--- config.mk ---
export PLATFORM = sky130hd
export DESIGN_NAME = vss_supervisor
export DESIGN_NICKNAME = d
export VERILOG_FILES = /design/src/logic/vss_pkg.sv /design/src/logic/vss_supervisor.sv
export SDC_FILE = /design/constraint.sdc
export NUM_CORES = 1
export LEC_CHECK = 0
export ABC_AREA = 1
export ABC_CLOCK_PERIOD_IN_PS = 2690
export CORE_MARGIN = 3
export CORE_UTILIZATION = 40
export CTS_CLUSTER_SIZE = 40
export DETAILED_ROUTE_END_ITERATION = 16
export DONT_BUFFER_PORTS = 1
export PLACE_DENSITY = 0.56
export SLEW_MARGIN = 20
export SYNTH_ARGS = -nofsm -noshare
export SYNTH_HDL_FRONTEND = slang
export SYNTH_SLANG_ARGS = --single-unit
--- constraint.sdc ---
create_clock -name clk -period 2.69 [get_ports clk]
set_input_delay 0.1345 -clock clk [delete_from_list [all_inputs] [get_ports clk]]
set_output_delay 0.1345 -clock clk [all_outputs]
set_load 0.02 [all_outputs]
--- src/logic/vss_pkg.sv ---
package vss_pkg;
    // Clock and master tick
    localparam int CLK_HZ = 40000000;
    localparam int TICK_MS = 10;
    localparam int TICK_CYC_DEF = CLK_HZ / 1000 * TICK_MS;
    // Supervision times in ms and their tick counts
    localparam int WIN_MS = 500;
    localparam logic [7:0] WIN_TICKS = 8'(WIN_MS / TICK_MS);
    localparam int GRACE_MS = 1280;
    localparam logic [7:0] GRACE_TICKS = 8'(GRACE_MS / TICK_MS);
    localparam int FSK_LOSS_MS = 30;
    localparam int FSK_STOP_MS = 50;
    // Trips between 30 and 40 ms after the last edge, inside the 50 ms bound
    localparam logic [2:0] FSK_TRIP = 3'(FSK_LOSS_MS / TICK_MS + 1);
    localparam int RAMP_MS = 62;
    localparam logic [3:0] RAMP_TICKS = 4'(RAMP_MS / TICK_MS);
    localparam logic [2:0] HOLD_PER_UNIT = 3'h2;
    // Clock supervision against an independent reference
    localparam int REF_HZ = 100000;
    localparam int GATE_MS = 1000;
    localparam logic [6:0] GATE_TICKS = 7'(GATE_MS / TICK_MS);
    localparam int REF_EXPECT_DEF = REF_HZ / 1000 * GATE_MS;
    localparam int REF_TOL_DEF = REF_EXPECT_DEF / 5000;
    // Speed words in 0.5 ft/s units
    localparam logic [7:0] TURN_MAX_SPD = 8'h31;
    // Register map (word index on the plain port)
    localparam logic [3:0] REG_CTRL = 4'h0;
    localparam logic [3:0] REG_TURNOUT = 4'h1;
    localparam logic [3:0] REG_LIMIT = 4'h2;
    localparam logic [3:0] REG_SPEED = 4'h3;
    localparam logic [3:0] REG_BATT = 4'h4;
    localparam logic [3:0] REG_FAULT = 4'h5;
    localparam logic [3:0] REG_MON = 4'h6;
    localparam logic [3:0] REG_STATE = 4'h7;
    // Field positions
    localparam int CTRL_REV_BIT = 0;
    localparam int TURN_DIR_BIT = 0;
    localparam int TURN_TAG_BIT = 1;
    // Reset values
    localparam logic [7:0] LIMIT_RST = 8'h00;
    localparam logic [7:0] BATT_HI_RST = 8'hFF;
    localparam logic [7:0] BATT_LO_RST = 8'h00;
    localparam logic [7:0] DAC_START = 8'h80;
    // Fault bit positions
    localparam int F_EXIT = 0;
    localparam int F_STEER = 1;
    localparam int F_FSK = 2;
    localparam int F_SPEED = 3;
    localparam int F_CLOCK = 4;
    localparam int F_ACCUM = 5;
    localparam int F_FLUID = 6;
    localparam int F_PAD = 7;
    localparam int F_BATT = 8;
    localparam int F_LOAD = 9;
    localparam int NFAULT = 10;

    typedef enum logic [4:0] {
        STOP_NONE = 5'b00001,
        STOP_REV = 5'b00010,
        STOP_IRR = 5'b00100,
        STOP_CLE = 5'b01000,
        STOP_OLE = 5'b10000
    } vss_stop_e;
endpackage

--- src/logic/vss_supervisor.sv ---
// Local design decisions: the register offsets and strobed register access.
`timescale 1ns/1ps
module vss_supervisor
    import vss_pkg::*;
#(
    parameter int TICK_CYC = TICK_CYC_DEF,
    parameter int REF_EXPECT = REF_EXPECT_DEF,
    parameter int REF_TOL = REF_TOL_DEF
)(
    // Clock and reset
    input wire logic clk,
    input wire logic nrst,
    // Register port
    input wire logic [3:0] regAddr,
    input wire logic [31:0] regWdata,
    input wire logic regWr,
    input wire logic regRd,
    output logic [31:0] regRdata,
    // Vehicle pins
    input wire logic fskDataClk,
    input wire logic loopEntry,
    input wire logic turnTrigger,
    input wire logic steerFbLeft,
    input wire logic steerFbRight,
    input wire logic exitClosed,
    input wire logic accumLow,
    input wire logic fluidHot,
    input wire logic padHot,
    input wire logic suspLoopClosed,
    input wire logic refClk,
    input wire logic brakeCmp,
    input wire logic nvDirIn,
    input wire logic [7:0] propTorque,
    input wire logic [7:0] propStatus,
    input wire logic [7:0] battWord,
    // Steering and retained direction
    output logic steerLeft,
    output logic steerRight,
    output logic nvDirOut,
    // Collision avoidance channels
    output logic [7:0] odoSpeedA,
    output logic biasLeftA,
    output logic [7:0] odoSpeedB,
    output logic biasLeftB,
    // Ticks to both processors
    output logic tickA,
    output logic tickB,
    // Stopping and reporting
    output logic [4:0] stopMode,
    output logic propulsionOff,
    output logic brakeHoldOff,
    output logic [7:0] brakeDac,
    output logic faultStrobe,
    output logic [NFAULT-1:0] faultCode
);

    localparam int NSYNC = 37;
    logic [NSYNC-1:0] syncA, syncB;
    logic [NSYNC-1:0] pinsIn;
    logic fskPrevQ, loopPrevQ, trigPrevQ, refPrevQ;
    logic [18:0] divQ;
    logic tickEn;
    vss_stop_e modeQ;
    logic [7:0] winQ, graceQ, speedQ, limitQ, targetQ, battHiQ, battLoQ;
    logic [9:0] holdQ;
    logic [3:0] rampQ;
    logic [2:0] fskCntQ, sarIdxQ;
    logic [6:0] gateQ;
    logic [17:0] refCntQ;
    logic dirQ, dirChkQ, dirValidQ, revReqQ, clkFailQ, battBadQ;
    logic [1:0] initCntQ;
    logic [7:0] brakeWordQ, propTorqueQ, propStatusQ, battQ, sarMask, sarTrial;
    logic [NFAULT-1:0] faultQ, faultEv, faultRaw;
    logic [31:0] rdataQ;
    logic verOk, issue, olReq, ceReq, irrReq, fskRise, trigRise, moving;

    assign pinsIn = {battWord, propStatus, propTorque, nvDirIn, brakeCmp, refClk,
                     suspLoopClosed, padHot, fluidHot, accumLow, exitClosed,
                     steerFbRight, steerFbLeft, turnTrigger, loopEntry, fskDataClk};

    // Two-stage synchroniser on every pin input
    always_ff @(posedge clk or negedge nrst) begin
        if (!nrst) begin
            syncA <= '0;
            syncB <= '0;
        end else begin
            syncA <= pinsIn;
            syncB <= syncA;
        end
    end

    always_ff @(posedge clk or negedge nrst) begin
        if (!nrst) begin
            fskPrevQ <= 1'b0;
            loopPrevQ <= 1'b0;
            trigPrevQ <= 1'b0;
            refPrevQ <= 1'b0;
        end else begin
            fskPrevQ <= syncB[0];
            loopPrevQ <= syncB[1];
            trigPrevQ <= syncB[2];
            refPrevQ <= syncB[10];
        end
    end
    assign fskRise = syncB[0] & ~fskPrevQ;
    assign trigRise = syncB[2] & ~trigPrevQ;
    assign verOk = syncB[3] ^ syncB[4];
    assign moving = speedQ != 8'h00;

    // Single divider makes the 10 ms tick for both channels
    assign tickEn = divQ == 19'(TICK_CYC - 1);
    always_ff @(posedge clk or negedge nrst) begin
        if (!nrst) begin
            divQ <= '0;
            tickA <= 1'b0;
            tickB <= 1'b0;
        end else begin
            divQ <= tickEn ? '0 : divQ + 19'h1;
            tickA <= tickEn;
            tickB <= tickEn;
        end
    end

    // Turnout direction latch and selection window
    always_ff @(posedge clk or negedge nrst) begin
        if (!nrst) begin
            winQ <= '0;
            dirQ <= 1'b0;
            dirChkQ <= 1'b0;
            dirValidQ <= 1'b0;
        end else begin
            if (syncB[1] && !loopPrevQ)
                winQ <= WIN_TICKS;
            else if (tickEn && winQ != 8'h00)
                winQ <= winQ - 8'h01;
            if (initCntQ == 2'h2) begin
                dirQ <= syncB[12];
                dirChkQ <= syncB[12];
            end else if (regWr && regAddr == REG_TURNOUT &&
                         (regWdata[TURN_TAG_BIT] || winQ != 8'h00)) begin
                dirQ <= regWdata[TURN_DIR_BIT];
                dirChkQ <= regWdata[TURN_DIR_BIT];
                dirValidQ <= 1'b1;
            end
        end
    end

    assign issue = trigRise && dirValidQ && limitQ <= TURN_MAX_SPD;

    // Steering command, retained direction and verification grace
    always_ff @(posedge clk or negedge nrst) begin
        if (!nrst) begin
            initCntQ <= '0;
            steerLeft <= 1'b0;
            steerRight <= 1'b0;
            nvDirOut <= 1'b0;
            graceQ <= '0;
        end else begin
            if (initCntQ != 2'h3)
                initCntQ <= initCntQ + 2'h1;
            if (initCntQ == 2'h2) begin
                steerLeft <= syncB[12];
                steerRight <= ~syncB[12];
                nvDirOut <= syncB[12];
            end else if (issue && dirQ == dirChkQ) begin
                steerLeft <= dirQ;
                steerRight <= ~dirQ;
                nvDirOut <= dirQ;
                if (dirQ != nvDirOut)
                    graceQ <= GRACE_TICKS;
            end else if (tickEn && graceQ != 8'h00) begin
                graceQ <= graceQ - 8'h01;
            end
        end
    end

    // Dual odometer and bias channels
    always_ff @(posedge clk or negedge nrst) begin
        if (!nrst) begin
            odoSpeedA <= '0;
            odoSpeedB <= '0;
            biasLeftA <= 1'b0;
            biasLeftB <= 1'b0;
        end else begin
            odoSpeedA <= speedQ;
            odoSpeedB <= speedQ;
            if (verOk && syncB[3] == steerLeft && initCntQ == 2'h3) begin
                biasLeftA <= syncB[3];
                biasLeftB <= syncB[3];
            end
        end
    end

    // Safe-to-proceed heartbeat
    always_ff @(posedge clk or negedge nrst) begin
        if (!nrst)
            fskCntQ <= '0;
        else if (fskRise)
            fskCntQ <= '0;
        else if (tickEn && fskCntQ != FSK_TRIP)
            fskCntQ <= fskCntQ + 3'h1;
    end

    // Speed limit transitions
    always_ff @(posedge clk or negedge nrst) begin
        if (!nrst) begin
            limitQ <= LIMIT_RST;
            targetQ <= LIMIT_RST;
            holdQ <= '0;
            rampQ <= '0;
        end else if (regWr && regAddr == REG_LIMIT) begin
            targetQ <= regWdata[7:0];
            rampQ <= '0;
            if (regWdata[7:0] >= limitQ) begin
                limitQ <= regWdata[7:0];
                holdQ <= '0;
            end else begin
                holdQ <= 10'(limitQ - regWdata[7:0]) * 10'(HOLD_PER_UNIT);
            end
        end else if (tickEn) begin
            if (holdQ != 10'h000) begin
                holdQ <= holdQ - 10'h001;
            end else if (limitQ > targetQ) begin
                if (rampQ == RAMP_TICKS - 4'h1) begin
                    rampQ <= '0;
                    limitQ <= limitQ - 8'h01;
                end else begin
                    rampQ <= rampQ + 4'h1;
                end
            end
        end
    end

    // Master clock check: reference edges over a gate of master ticks
    always_ff @(posedge clk or negedge nrst) begin
        if (!nrst) begin
            gateQ <= '0;
            refCntQ <= '0;
            clkFailQ <= 1'b0;
        end else begin
            if (tickEn && gateQ == GATE_TICKS - 7'h01) begin
                gateQ <= '0;
                refCntQ <= '0;
                if (refCntQ > 18'(REF_EXPECT + REF_TOL) || refCntQ < 18'(REF_EXPECT - REF_TOL))
                    clkFailQ <= 1'b1;
            end else begin
                if (tickEn)
                    gateQ <= gateQ + 7'h01;
                if (syncB[10] && !refPrevQ)
                    refCntQ <= refCntQ + 18'h1;
            end
        end
    end

    // Brake pressure successive approximation, one bit per tick
    assign sarMask = 8'h01 << sarIdxQ;
    assign sarTrial = syncB[11] ? brakeDac : (brakeDac & ~sarMask);
    always_ff @(posedge clk or negedge nrst) begin
        if (!nrst) begin
            brakeDac <= DAC_START;
            sarIdxQ <= 3'h7;
            brakeWordQ <= '0;
        end else if (tickEn) begin
            if (sarIdxQ == 3'h0) begin
                brakeWordQ <= sarTrial;
                brakeDac <= DAC_START;
                sarIdxQ <= 3'h7;
            end else begin
                brakeDac <= sarTrial | (sarMask >> 1);
                sarIdxQ <= sarIdxQ - 3'h1;
            end
        end
    end

    // Monitored words sampled on the tick
    always_ff @(posedge clk or negedge nrst) begin
        if (!nrst) begin
            propTorqueQ <= '0;
            propStatusQ <= '0;
            battQ <= '0;
            battBadQ <= 1'b0;
        end else if (tickEn) begin
            propTorqueQ <= syncB[20:13];
            propStatusQ <= syncB[28:21];
            battQ <= syncB[36:29];
            battBadQ <= battQ > battHiQ || battQ < battLoQ;
        end
    end

    // Fault events, held off until the synchronisers carry real pin levels
    assign faultRaw[F_EXIT] = !syncB[5] && moving;
    assign faultRaw[F_STEER] = !verOk && graceQ == 8'h00;
    assign faultRaw[F_FSK] = fskCntQ == FSK_TRIP;
    assign faultRaw[F_SPEED] = speedQ > limitQ;
    assign faultRaw[F_CLOCK] = clkFailQ;
    assign faultRaw[F_ACCUM] = syncB[6];
    assign faultRaw[F_FLUID] = syncB[7];
    assign faultRaw[F_PAD] = syncB[8];
    assign faultRaw[F_BATT] = battBadQ;
    assign faultRaw[F_LOAD] = !syncB[9];
    assign faultEv = faultRaw & {NFAULT{initCntQ == 2'h3}};

    assign olReq = faultEv[F_CLOCK] | faultEv[F_ACCUM];
    assign ceReq = faultEv[F_STEER] | faultEv[F_FSK] | faultEv[F_SPEED];
    assign irrReq = faultEv[F_EXIT] | faultEv[F_FLUID] | faultEv[F_PAD] | faultEv[F_BATT];

    // Stop mode escalation; only reversible stop may be withdrawn
    always_ff @(posedge clk or negedge nrst) begin
        if (!nrst) begin
            modeQ <= STOP_NONE;
        end else begin
            case (modeQ)
                STOP_OLE: modeQ <= STOP_OLE;
                STOP_CLE: modeQ <= olReq ? STOP_OLE : STOP_CLE;
                STOP_IRR: modeQ <= olReq ? STOP_OLE : (ceReq ? STOP_CLE : STOP_IRR);
                STOP_NONE, STOP_REV: begin
                    if (olReq)
                        modeQ <= STOP_OLE;
                    else if (ceReq)
                        modeQ <= STOP_CLE;
                    else if (irrReq)
                        modeQ <= STOP_IRR;
                    else
                        modeQ <= revReqQ ? STOP_REV : STOP_NONE;
                end
                default: modeQ <= STOP_OLE;
            endcase
        end
    end
    assign stopMode = modeQ;

    always_ff @(posedge clk or negedge nrst) begin
        if (!nrst) begin
            propulsionOff <= 1'b1;
            brakeHoldOff <= 1'b0;
        end else begin
            propulsionOff <= modeQ != STOP_NONE;
            brakeHoldOff <= modeQ != STOP_OLE;
        end
    end

    // Sticky fault record and downlink report; a new event beats a clear
    always_ff @(posedge clk or negedge nrst) begin
        if (!nrst) begin
            faultQ <= '0;
            faultStrobe <= 1'b0;
            faultCode <= '0;
        end else begin
            if (regWr && regAddr == REG_FAULT)
                faultQ <= (faultQ & ~regWdata[NFAULT-1:0]) | faultEv;
            else
                faultQ <= faultQ | faultEv;
            faultStrobe <= |(faultEv & ~faultQ);
            faultCode <= faultQ | faultEv;
        end
    end

    // Register writes and reads
    always_ff @(posedge clk or negedge nrst) begin
        if (!nrst) begin
            revReqQ <= 1'b0;
            speedQ <= '0;
            battHiQ <= BATT_HI_RST;
            battLoQ <= BATT_LO_RST;
        end else if (regWr) begin
            case (regAddr)
                REG_CTRL: revReqQ <= regWdata[CTRL_REV_BIT];
                REG_SPEED: speedQ <= regWdata[7:0];
                REG_BATT: begin
                    battHiQ <= regWdata[15:8];
                    battLoQ <= regWdata[7:0];
                end
                default: ;
            endcase
        end
    end

    always_ff @(posedge clk or negedge nrst) begin
        if (!nrst) begin
            rdataQ <= '0;
        end else if (regRd) begin
            case (regAddr)
                REG_CTRL: rdataQ <= {31'h0, revReqQ};
                REG_TURNOUT: rdataQ <= {24'h0, winQ != 8'h00, steerRight, steerLeft,
                                        verOk, nvDirOut, dirValidQ, 1'b0, dirQ};
                REG_LIMIT: rdataQ <= {8'h00, holdQ[7:0], targetQ, limitQ};
                REG_SPEED: rdataQ <= {24'h0, speedQ};
                REG_BATT: rdataQ <= {16'h0, battHiQ, battLoQ};
                REG_FAULT: rdataQ <= {22'h0, faultQ};
                REG_MON: rdataQ <= {battQ, propStatusQ, propTorqueQ, brakeWordQ};
                REG_STATE: rdataQ <= {27'h0, modeQ};
                default: rdataQ <= 32'h0;
            endcase
        end else begin
            rdataQ <= '0;
        end
    end
    assign regRdata = rdataQ;

    logic initDoneQ;
    always_ff @(posedge clk or negedge nrst) begin
        if (!nrst)
            initDoneQ <= 1'b0;
        else
            initDoneQ <= initCntQ == 2'h3;
    end
endmodule

==> results.md, run 1 <==
* # H-tree levels at 2
* Kind of cell adding the most delay to the critical path: buffers and inverters
* Maximum ir drop on the vdd rail at 0.000625 V
* Worst setup startpoint: initCntQ[0]
* Max clock buf depth at 3
* Max Fanout on Critical Path at 15
* Portion of synthesized cell area occupied by the leading cell type at 51.1%
* Floorplan die width at 199 um
* Top library cells by usage in the layout, fill and taps aside: nand2_1 (402), dfrtp_1 (303), inv_1 (208), nor2_1 (172), o21ai_0 (111)
* Compound-gate portion of the synthesized area at 9.02%
* Last element of the critical path: faultQ[9]
* Remaining Overflow, GRT at 0
* Library cell occupying the most area in the post-synthesis netlist: dfrtp_1
* Setup repair after global routing missed its margin: false
* Number of buffer and inverter stages on the critical path at 3
* Top post-synthesis cells by area: dfrtp_1 (51%), nand2_1 (10%), inv_1 (5.3%)
* Clock latency on the worst-skew pair at 0.54 ns
* Remaining antenna violation count after routing at 0
* Clock tree from TritonCTS: yes
* Register area share after synthesis at 53.6%
* Worst endpoint data arrival time at 2.83 ns
* Crit path launch type: flip-flop
* Number of DRC violations after detailed-routing iteration 0 at 855
* Initial antenna violation count at 1
* Net Count, Synth at 1,825
* Worst reg-to-reg setup slack at 0.35 ns
* Pin count of the biggest net entering global routing at 318
* Layout area overhead at 16.0%
* Min Clock Period, post-route at 2.34 ns
* Crit-path most repeated cell: inv_1
* Cell Pwr Density at 739 nW/um2
* Kind of end point of the critical path: flip-flop
* Worst slew margin at 33.1%
* Uppermost layer routed: met4
* Reported leakage power at 8.40 nW
* Total routing resource utilization after global routing at 19.7%
* Reg-to-Reg End: faultQ[9]
* Fraction of the cycle the final worst path needs at 87.0%
* Reg-to-reg startpoint: initCntQ[0]
* Worst EP required at 3.17 ns
* Setup CP Type: reg -> reg
* Max-capacitance violation count at 0
* Core area at 36,100 um2
* Count of different cell masters after synthesis at 52
* Number of cells on the worst reg-to-reg path at 7
* Cell count after synthesis at 1,688
* Syn. warnings at 0
* Upper clock frequency limit at 427 MHz
* Vertical die dimension at 199 um
* Fin. max-slew vios at 0
* Adder and majority gate portion of the synthesized area at 5.11%
* Overall power after layout at 0.0127 W
* Wire length on met3 at 2690 um
* Ys flop type: dfrtp_1
* Status: finished, violations left
* Met2 wire length at 16,800 um
* Mean Syn Cell Area at 8.78 um2
* Xor/xnor share of the synthesized area at 2.36%
* Number of cell rows at 69
* Worst-path cell with the longest stage delay: dlygate4sd3_1
* Total of cells resized after clock tree synthesis at 0
* Clock transition time at the flip-flop clock pins of the worst setup and hold paths at 0.06 ns
* Main combinational cell family by area after synthesis: simple AND/OR/NAND/NOR gates
* Routed met1 length at 18,000 um
* Starting Density at 41.1%
* Hold buffers post-CTS at 67
* Leading cell type in the layout, fill and taps excluded: nand2_1
* CTS sink count at 317
* Diode insertion count for antenna repair at 0
* Hold Crit Class: in -> async
* CP peak stage delay at 0.56 ns
* Number of flops mapped to enable cells by yosys at 0
* Number of buffer cells added on primary ports at 0
* Via Count at 11,400
* Wire length of the first global-routing pass at 61,100 um
* Number of global-route vias before repair at 11,200
* Routability-driven placement congestion ratio at 0.891
* Final-stage net count at 1,899
* Detailed-router iteration count before antenna repair at 5
* DR WL/cell at 17.0 um
* Final Hold Slack at -0.717 ns
* Final routed DRC violation total at 0
* Vias/cell at 5.07
* Post-synthesis async set-or-reset flop share at 100%
* Total clock buffers created by CTS at 37
* Setup fix buffers added after clock tree synthesis at 0
* CP Cell Sequence: ha_1, inv_1, or2_2, nand2_1, inv_1, a31oi_1, dlygate4sd3_1
* Combined area of all synthesized cells at 14,800 um2
* Mux contribution to synthesized area at 0.0760%
* Setup tns final at 0 ns
* Top-Level Pins at 158
* Final number of hold-violating endpoints at 317
* Total setup violations reported at the end of the flow at 0
* Layout cells sized above 1 at 6.87%
* Violations in the final reports: hold timing
* #FFs+latches synth at 317
* Total wire length after detailed routing at 38,400 um
* Half-perimeter wire length of the detailed placement result at 27,200 um
* Slew @ Worst Pin at 1.00 ns
* Die Footprint at 39,400 um2
* Simple-gate portion of the synthesized area at 22.7%
* Clock root buffer master: clkbuf_16
* Number of logic stages on the critical path including buffering at 7
* Setup Skew at 0.0212 ns
worst min-delay path by stage:
stage                     end  slack [ns]  depth (start not counted)
finish              syncB[12]       -0.72                          0
global route        syncB[12]       -0.75                          0
CTS                 syncB[12]       -0.75                          0
detailed placement  syncB[12]       -0.15                          0
global placement    syncB[12]       -0.15                          0
floorplan            battBadQ       -0.16                          0
cells by family after synthesis:
kind of cell	count (synthesis)
and+or+nand+nor	777
DFF	317
muxes	1
AOI/OAI and AO/OA	235
xor gates and xnor gates	40
adders and majority gates	60
buffers and inverters	258
area by class of cell:
cell class              instances  area [um2]
multi-input cells            1113        5820
repair buffers                 79         773
inverters                     214         803
clock inverters                13         199
flip-flops and latches        317        7950
well taps                     461         577
fillers                      3449       18900
clock buffers                  54        1070
state kept, by name, indices dropped and copies added (netlist names), 10 cells and up:
name       cells
holdQ         10
faultCode     10
faultQ        10
refCntQ       18
syncB         37
divQ          19
syncA         37
regRdata      32
layer usage:
metal	vias to the layer above	global-route usage (%)
met5	-	0
met4	0	5.83
met3	61	5.08
met2	308	29.9
met1	5419	27.9
li1	5615	-
per-stage QoR:
stage	cell area, um2	std cells	util [%]	setup slack, ns
floorplan	14800	1688	-	0.755
global placement	15300	2117	42.3	0.419
detailed placement	15300	2117	42.3	0.403
CTS	17200	2251	47.6	0.317
global route	17200	2251	47.6	0.124
finish	17200	2251	47.6	0.349
where the power goes:
| part | total, W | switching (W) | internal [W] |
|---|---|---|---|
| clock network | 0.00517 | 0.00201 | 0.00317 |
| logic | 0.00179 | 0.00108 | 0.000708 |
| registers | 0.00575 | 0.000517 | 0.00523 |
cell usage after synthesis, drive strengths merged, types with 3 or more instances:
| cell | n |
|---|---|
| ha | 59 |
| dfstp | 14 |
| o22ai | 14 |
| o31ai | 3 |
| clkbuf | 15 |
| nor4 | 8 |
| nand3b | 7 |
| nor2 | 177 |
| o211ai | 3 |
| xor2 | 32 |
| o21ai | 127 |
| nand2 | 411 |
| clkinv | 3 |
| or2 | 5 |
| a31oi | 9 |
| nor3 | 27 |
| o221ai | 7 |
| dfrtp | 303 |
| buf | 29 |
| o21a | 5 |
| inv | 211 |
| nand3 | 107 |
| nand4 | 31 |
| xnor2 | 8 |
| a21oi | 55 |
(Power assumes the default switching activity.)
==> run 2: changes to the inputs <==
--- a/config.mk
+++ b/config.mk
@@ -9,6 +9,7 @@
 export ABC_CLOCK_PERIOD_IN_PS = 2690
 export CORE_MARGIN = 3
 export CORE_UTILIZATION = 40
+export CTS_BUF_LIST = sky130_fd_sc_hd__clkbuf_8 sky130_fd_sc_hd__clkbuf_16
 export CTS_CLUSTER_SIZE = 40
 export DETAILED_ROUTE_END_ITERATION = 16
 export DONT_BUFFER_PORTS = 1
==> run 2 against run 1 <==
  * Sequential power about the same
  * First-iteration DRC count up 1.1%
  * Combinational power about the same
  * Non-clock buffer count unchanged
  * Core utilization unchanged
  * Critical path depth unchanged
  * The run still ends with hold timing left
  * Wire length about the same
  * Clock skew down 0.0023 ns
  * Highest routed layer unchanged
  * Critical endpoint unchanged
  * Worst setup slack worse by 0.013 ns
==> results.md, run 2 (synthesis gave the netlist of run 1 again) <==
* Status: finished, violations left
* Violations in the final reports: hold timing
* Clock tree from TritonCTS: yes
* Worst reg-to-reg setup slack at 0.34 ns
* Vertical die dimension at 199 um
* Reported leakage power at 8.44 nW
* Reg-to-reg startpoint: initCntQ[0]
* Layout fillers at 3,449
* Worst slew margin at 39.3%
* Setup fix buffers added after clock tree synthesis at 0
* Clock latency on the worst-skew pair at 0.54 ns
* Number of DRC violations after detailed-routing iteration 0 at 864
* Remaining antenna violation count after routing at 0
* Placed Instance Area at 15,300 um2
* Leading cell type in the layout, fill and taps excluded: nand2_1
* Number of cell rows at 69
* Slew @ Worst Pin at 0.910 ns
* Wire length of the first global-routing pass at 61,100 um
* DR WL/cell at 17.0 um
* Initial antenna violation count at 1
* # H-tree levels at 2
* Total of cells resized after clock tree synthesis at 0
* Max Fanout on Critical Path at 15
* Half-perimeter wire length of the detailed placement result at 27,200 um
* Setup repair after global routing missed its margin: false
* Sequential cell area at 7950 um2
* Reg-to-Reg End: faultQ[9]
* Top-Level Pins at 158
* Final standard cell area without fillers at 17,200 um2
* Remaining Overflow, GRT at 0
* Fraction of the cycle the final worst path needs at 87.5%
* Layout area overhead at 16.0%
* CTS sink count at 317
* Via Count at 11,400
* Hold buffers post-CTS at 67
* Area of the multi-input gates at 5820 um2
* Total routing resource utilization after global routing at 19.7%
* Proportion of power drawn by combinational gates at 14.1%
* Fin. max-slew vios at 0
* Worst endpoint data arrival time at 2.84 ns
* Min Clock Period, post-route at 2.35 ns
* Max-capacitance violation count at 0
* Total wire length after detailed routing at 38,300 um
* Clock root buffer master: clkbuf_16
* Setup CP Type: reg -> reg
* Setup tns final at 0 ns
* Routability-driven placement congestion ratio at 0.891
* Final routed DRC violation total at 0
* Upper clock frequency limit at 425 MHz
* Starting Density at 41.1%
* Hold Crit Class: in -> async
* Relative contribution of sequential cells to total power at 45.3%
* Number of buffer cells added on primary ports at 0
* Maximum ir drop on the vdd rail at 0.000625 V
* Top library cells by usage in the layout, fill and taps aside: nand2_1 (402), dfrtp_1 (303), inv_1 (217), nor2_1 (172), o21ai_0 (111)
* Number of cells on the worst reg-to-reg path at 7
* Detailed-router iteration count before antenna repair at 5
* Worst setup startpoint: initCntQ[0]
* Total setup violations reported at the end of the flow at 0
* Layout cells sized above 1 at 6.87%
* Final number of hold-violating endpoints at 317
* Diode insertion count for antenna repair at 0
* Clk network pwr share at 40.6%
* Crit path launch type: flip-flop
* Max clock buf depth at 3
* Final Hold Slack at -0.718 ns
* Core area at 36,100 um2
* Die Footprint at 39,400 um2
* Worst EP required at 3.17 ns
* Kind of end point of the critical path: flip-flop
* Pin count of the biggest net entering global routing at 318
* Cell Pwr Density at 737 nW/um2
* Psw at 0.00360 W
* Floorplan die width at 199 um
* Int Pwr at 0.00907 W
* Vias/cell at 5.07
* Total clock buffers created by CTS at 37
* Final-stage net count at 1,899
* Clock transition time at the flip-flop clock pins of the worst setup and hold paths at 0.06 ns
* Switching share of total power at 28.4%
* Setup Skew at 0.0189 ns
* Number of global-route vias before repair at 11,200
## run 2: cell count changes in the layout (fill, tap and decap cells not counted), sizes merged
cell / delta
clkbuf: -9
inv: +9
## run 2: worst max-delay path, cell delays in order, from the launching register on
cell,delay (ns)
dfrtp_1,0.39
ha_1,0.54
inv_1,0.14
or2_2,0.36
nand2_1,0.14
inv_1,0.05
a31oi_1,0.12
dlygate4sd3_1,0.56
## run 2: how the worst max path moves through the flow
stage / endpoint / slack [ns] / depth (start not counted)
after global placement: limitQ[7] / 0.42 / 9
after global routing: faultQ[9] / 0.12 / 7
after floorplan: limitQ[1] / 0.75 / 9
after CTS: faultQ[9] / 0.32 / 7
final: faultQ[9] / 0.34 / 7
after detailed placement: limitQ[2] / 0.40 / 9
## run 2: per-stage QoR
stage,utilization [%],total power [W],std cells,setup WS [ns]
3_5_place_dp,42.3,0.00751,2117,0.403
3_3_place_gp,42.3,0.00746,2117,0.419
6_report,47.6,0.0127,2251,0.336
2_1_floorplan,-,0.00710,1688,0.755
4_1_cts,47.6,0.0128,2251,0.317
5_1_grt,47.6,0.0134,2251,0.124
## run 2: per-layer routing
metal	wire (um)	up-vias	track usage, %
met2	16800	294	29.9
met4	907	0	5.83
li1	-	5620	-
met1	18000	5431	27.9
met5	0	-	0
met3	2680	61	5.08
## run 2: power by group through the flow
stage          combinational (W)  sequential (W)  clock (W)
6_report                 0.00179         0.00574    0.00514
3_5_place_dp             0.00168         0.00582          0
5_1_grt                  0.00209         0.00581    0.00548
3_3_place_gp             0.00164         0.00582          0
4_1_cts                  0.00178         0.00574    0.00530
2_1_floorplan            0.00144         0.00566          0
## run 2: final cells by class
class	count	share of cell area (%)
sequential	317	46.2
multi-input combinational	1113	33.9
clock buffer	45	6.02
inverter	214	4.67
clock inverter	22	1.35
tap	461	3.35
timing repair buffer	79	4.50
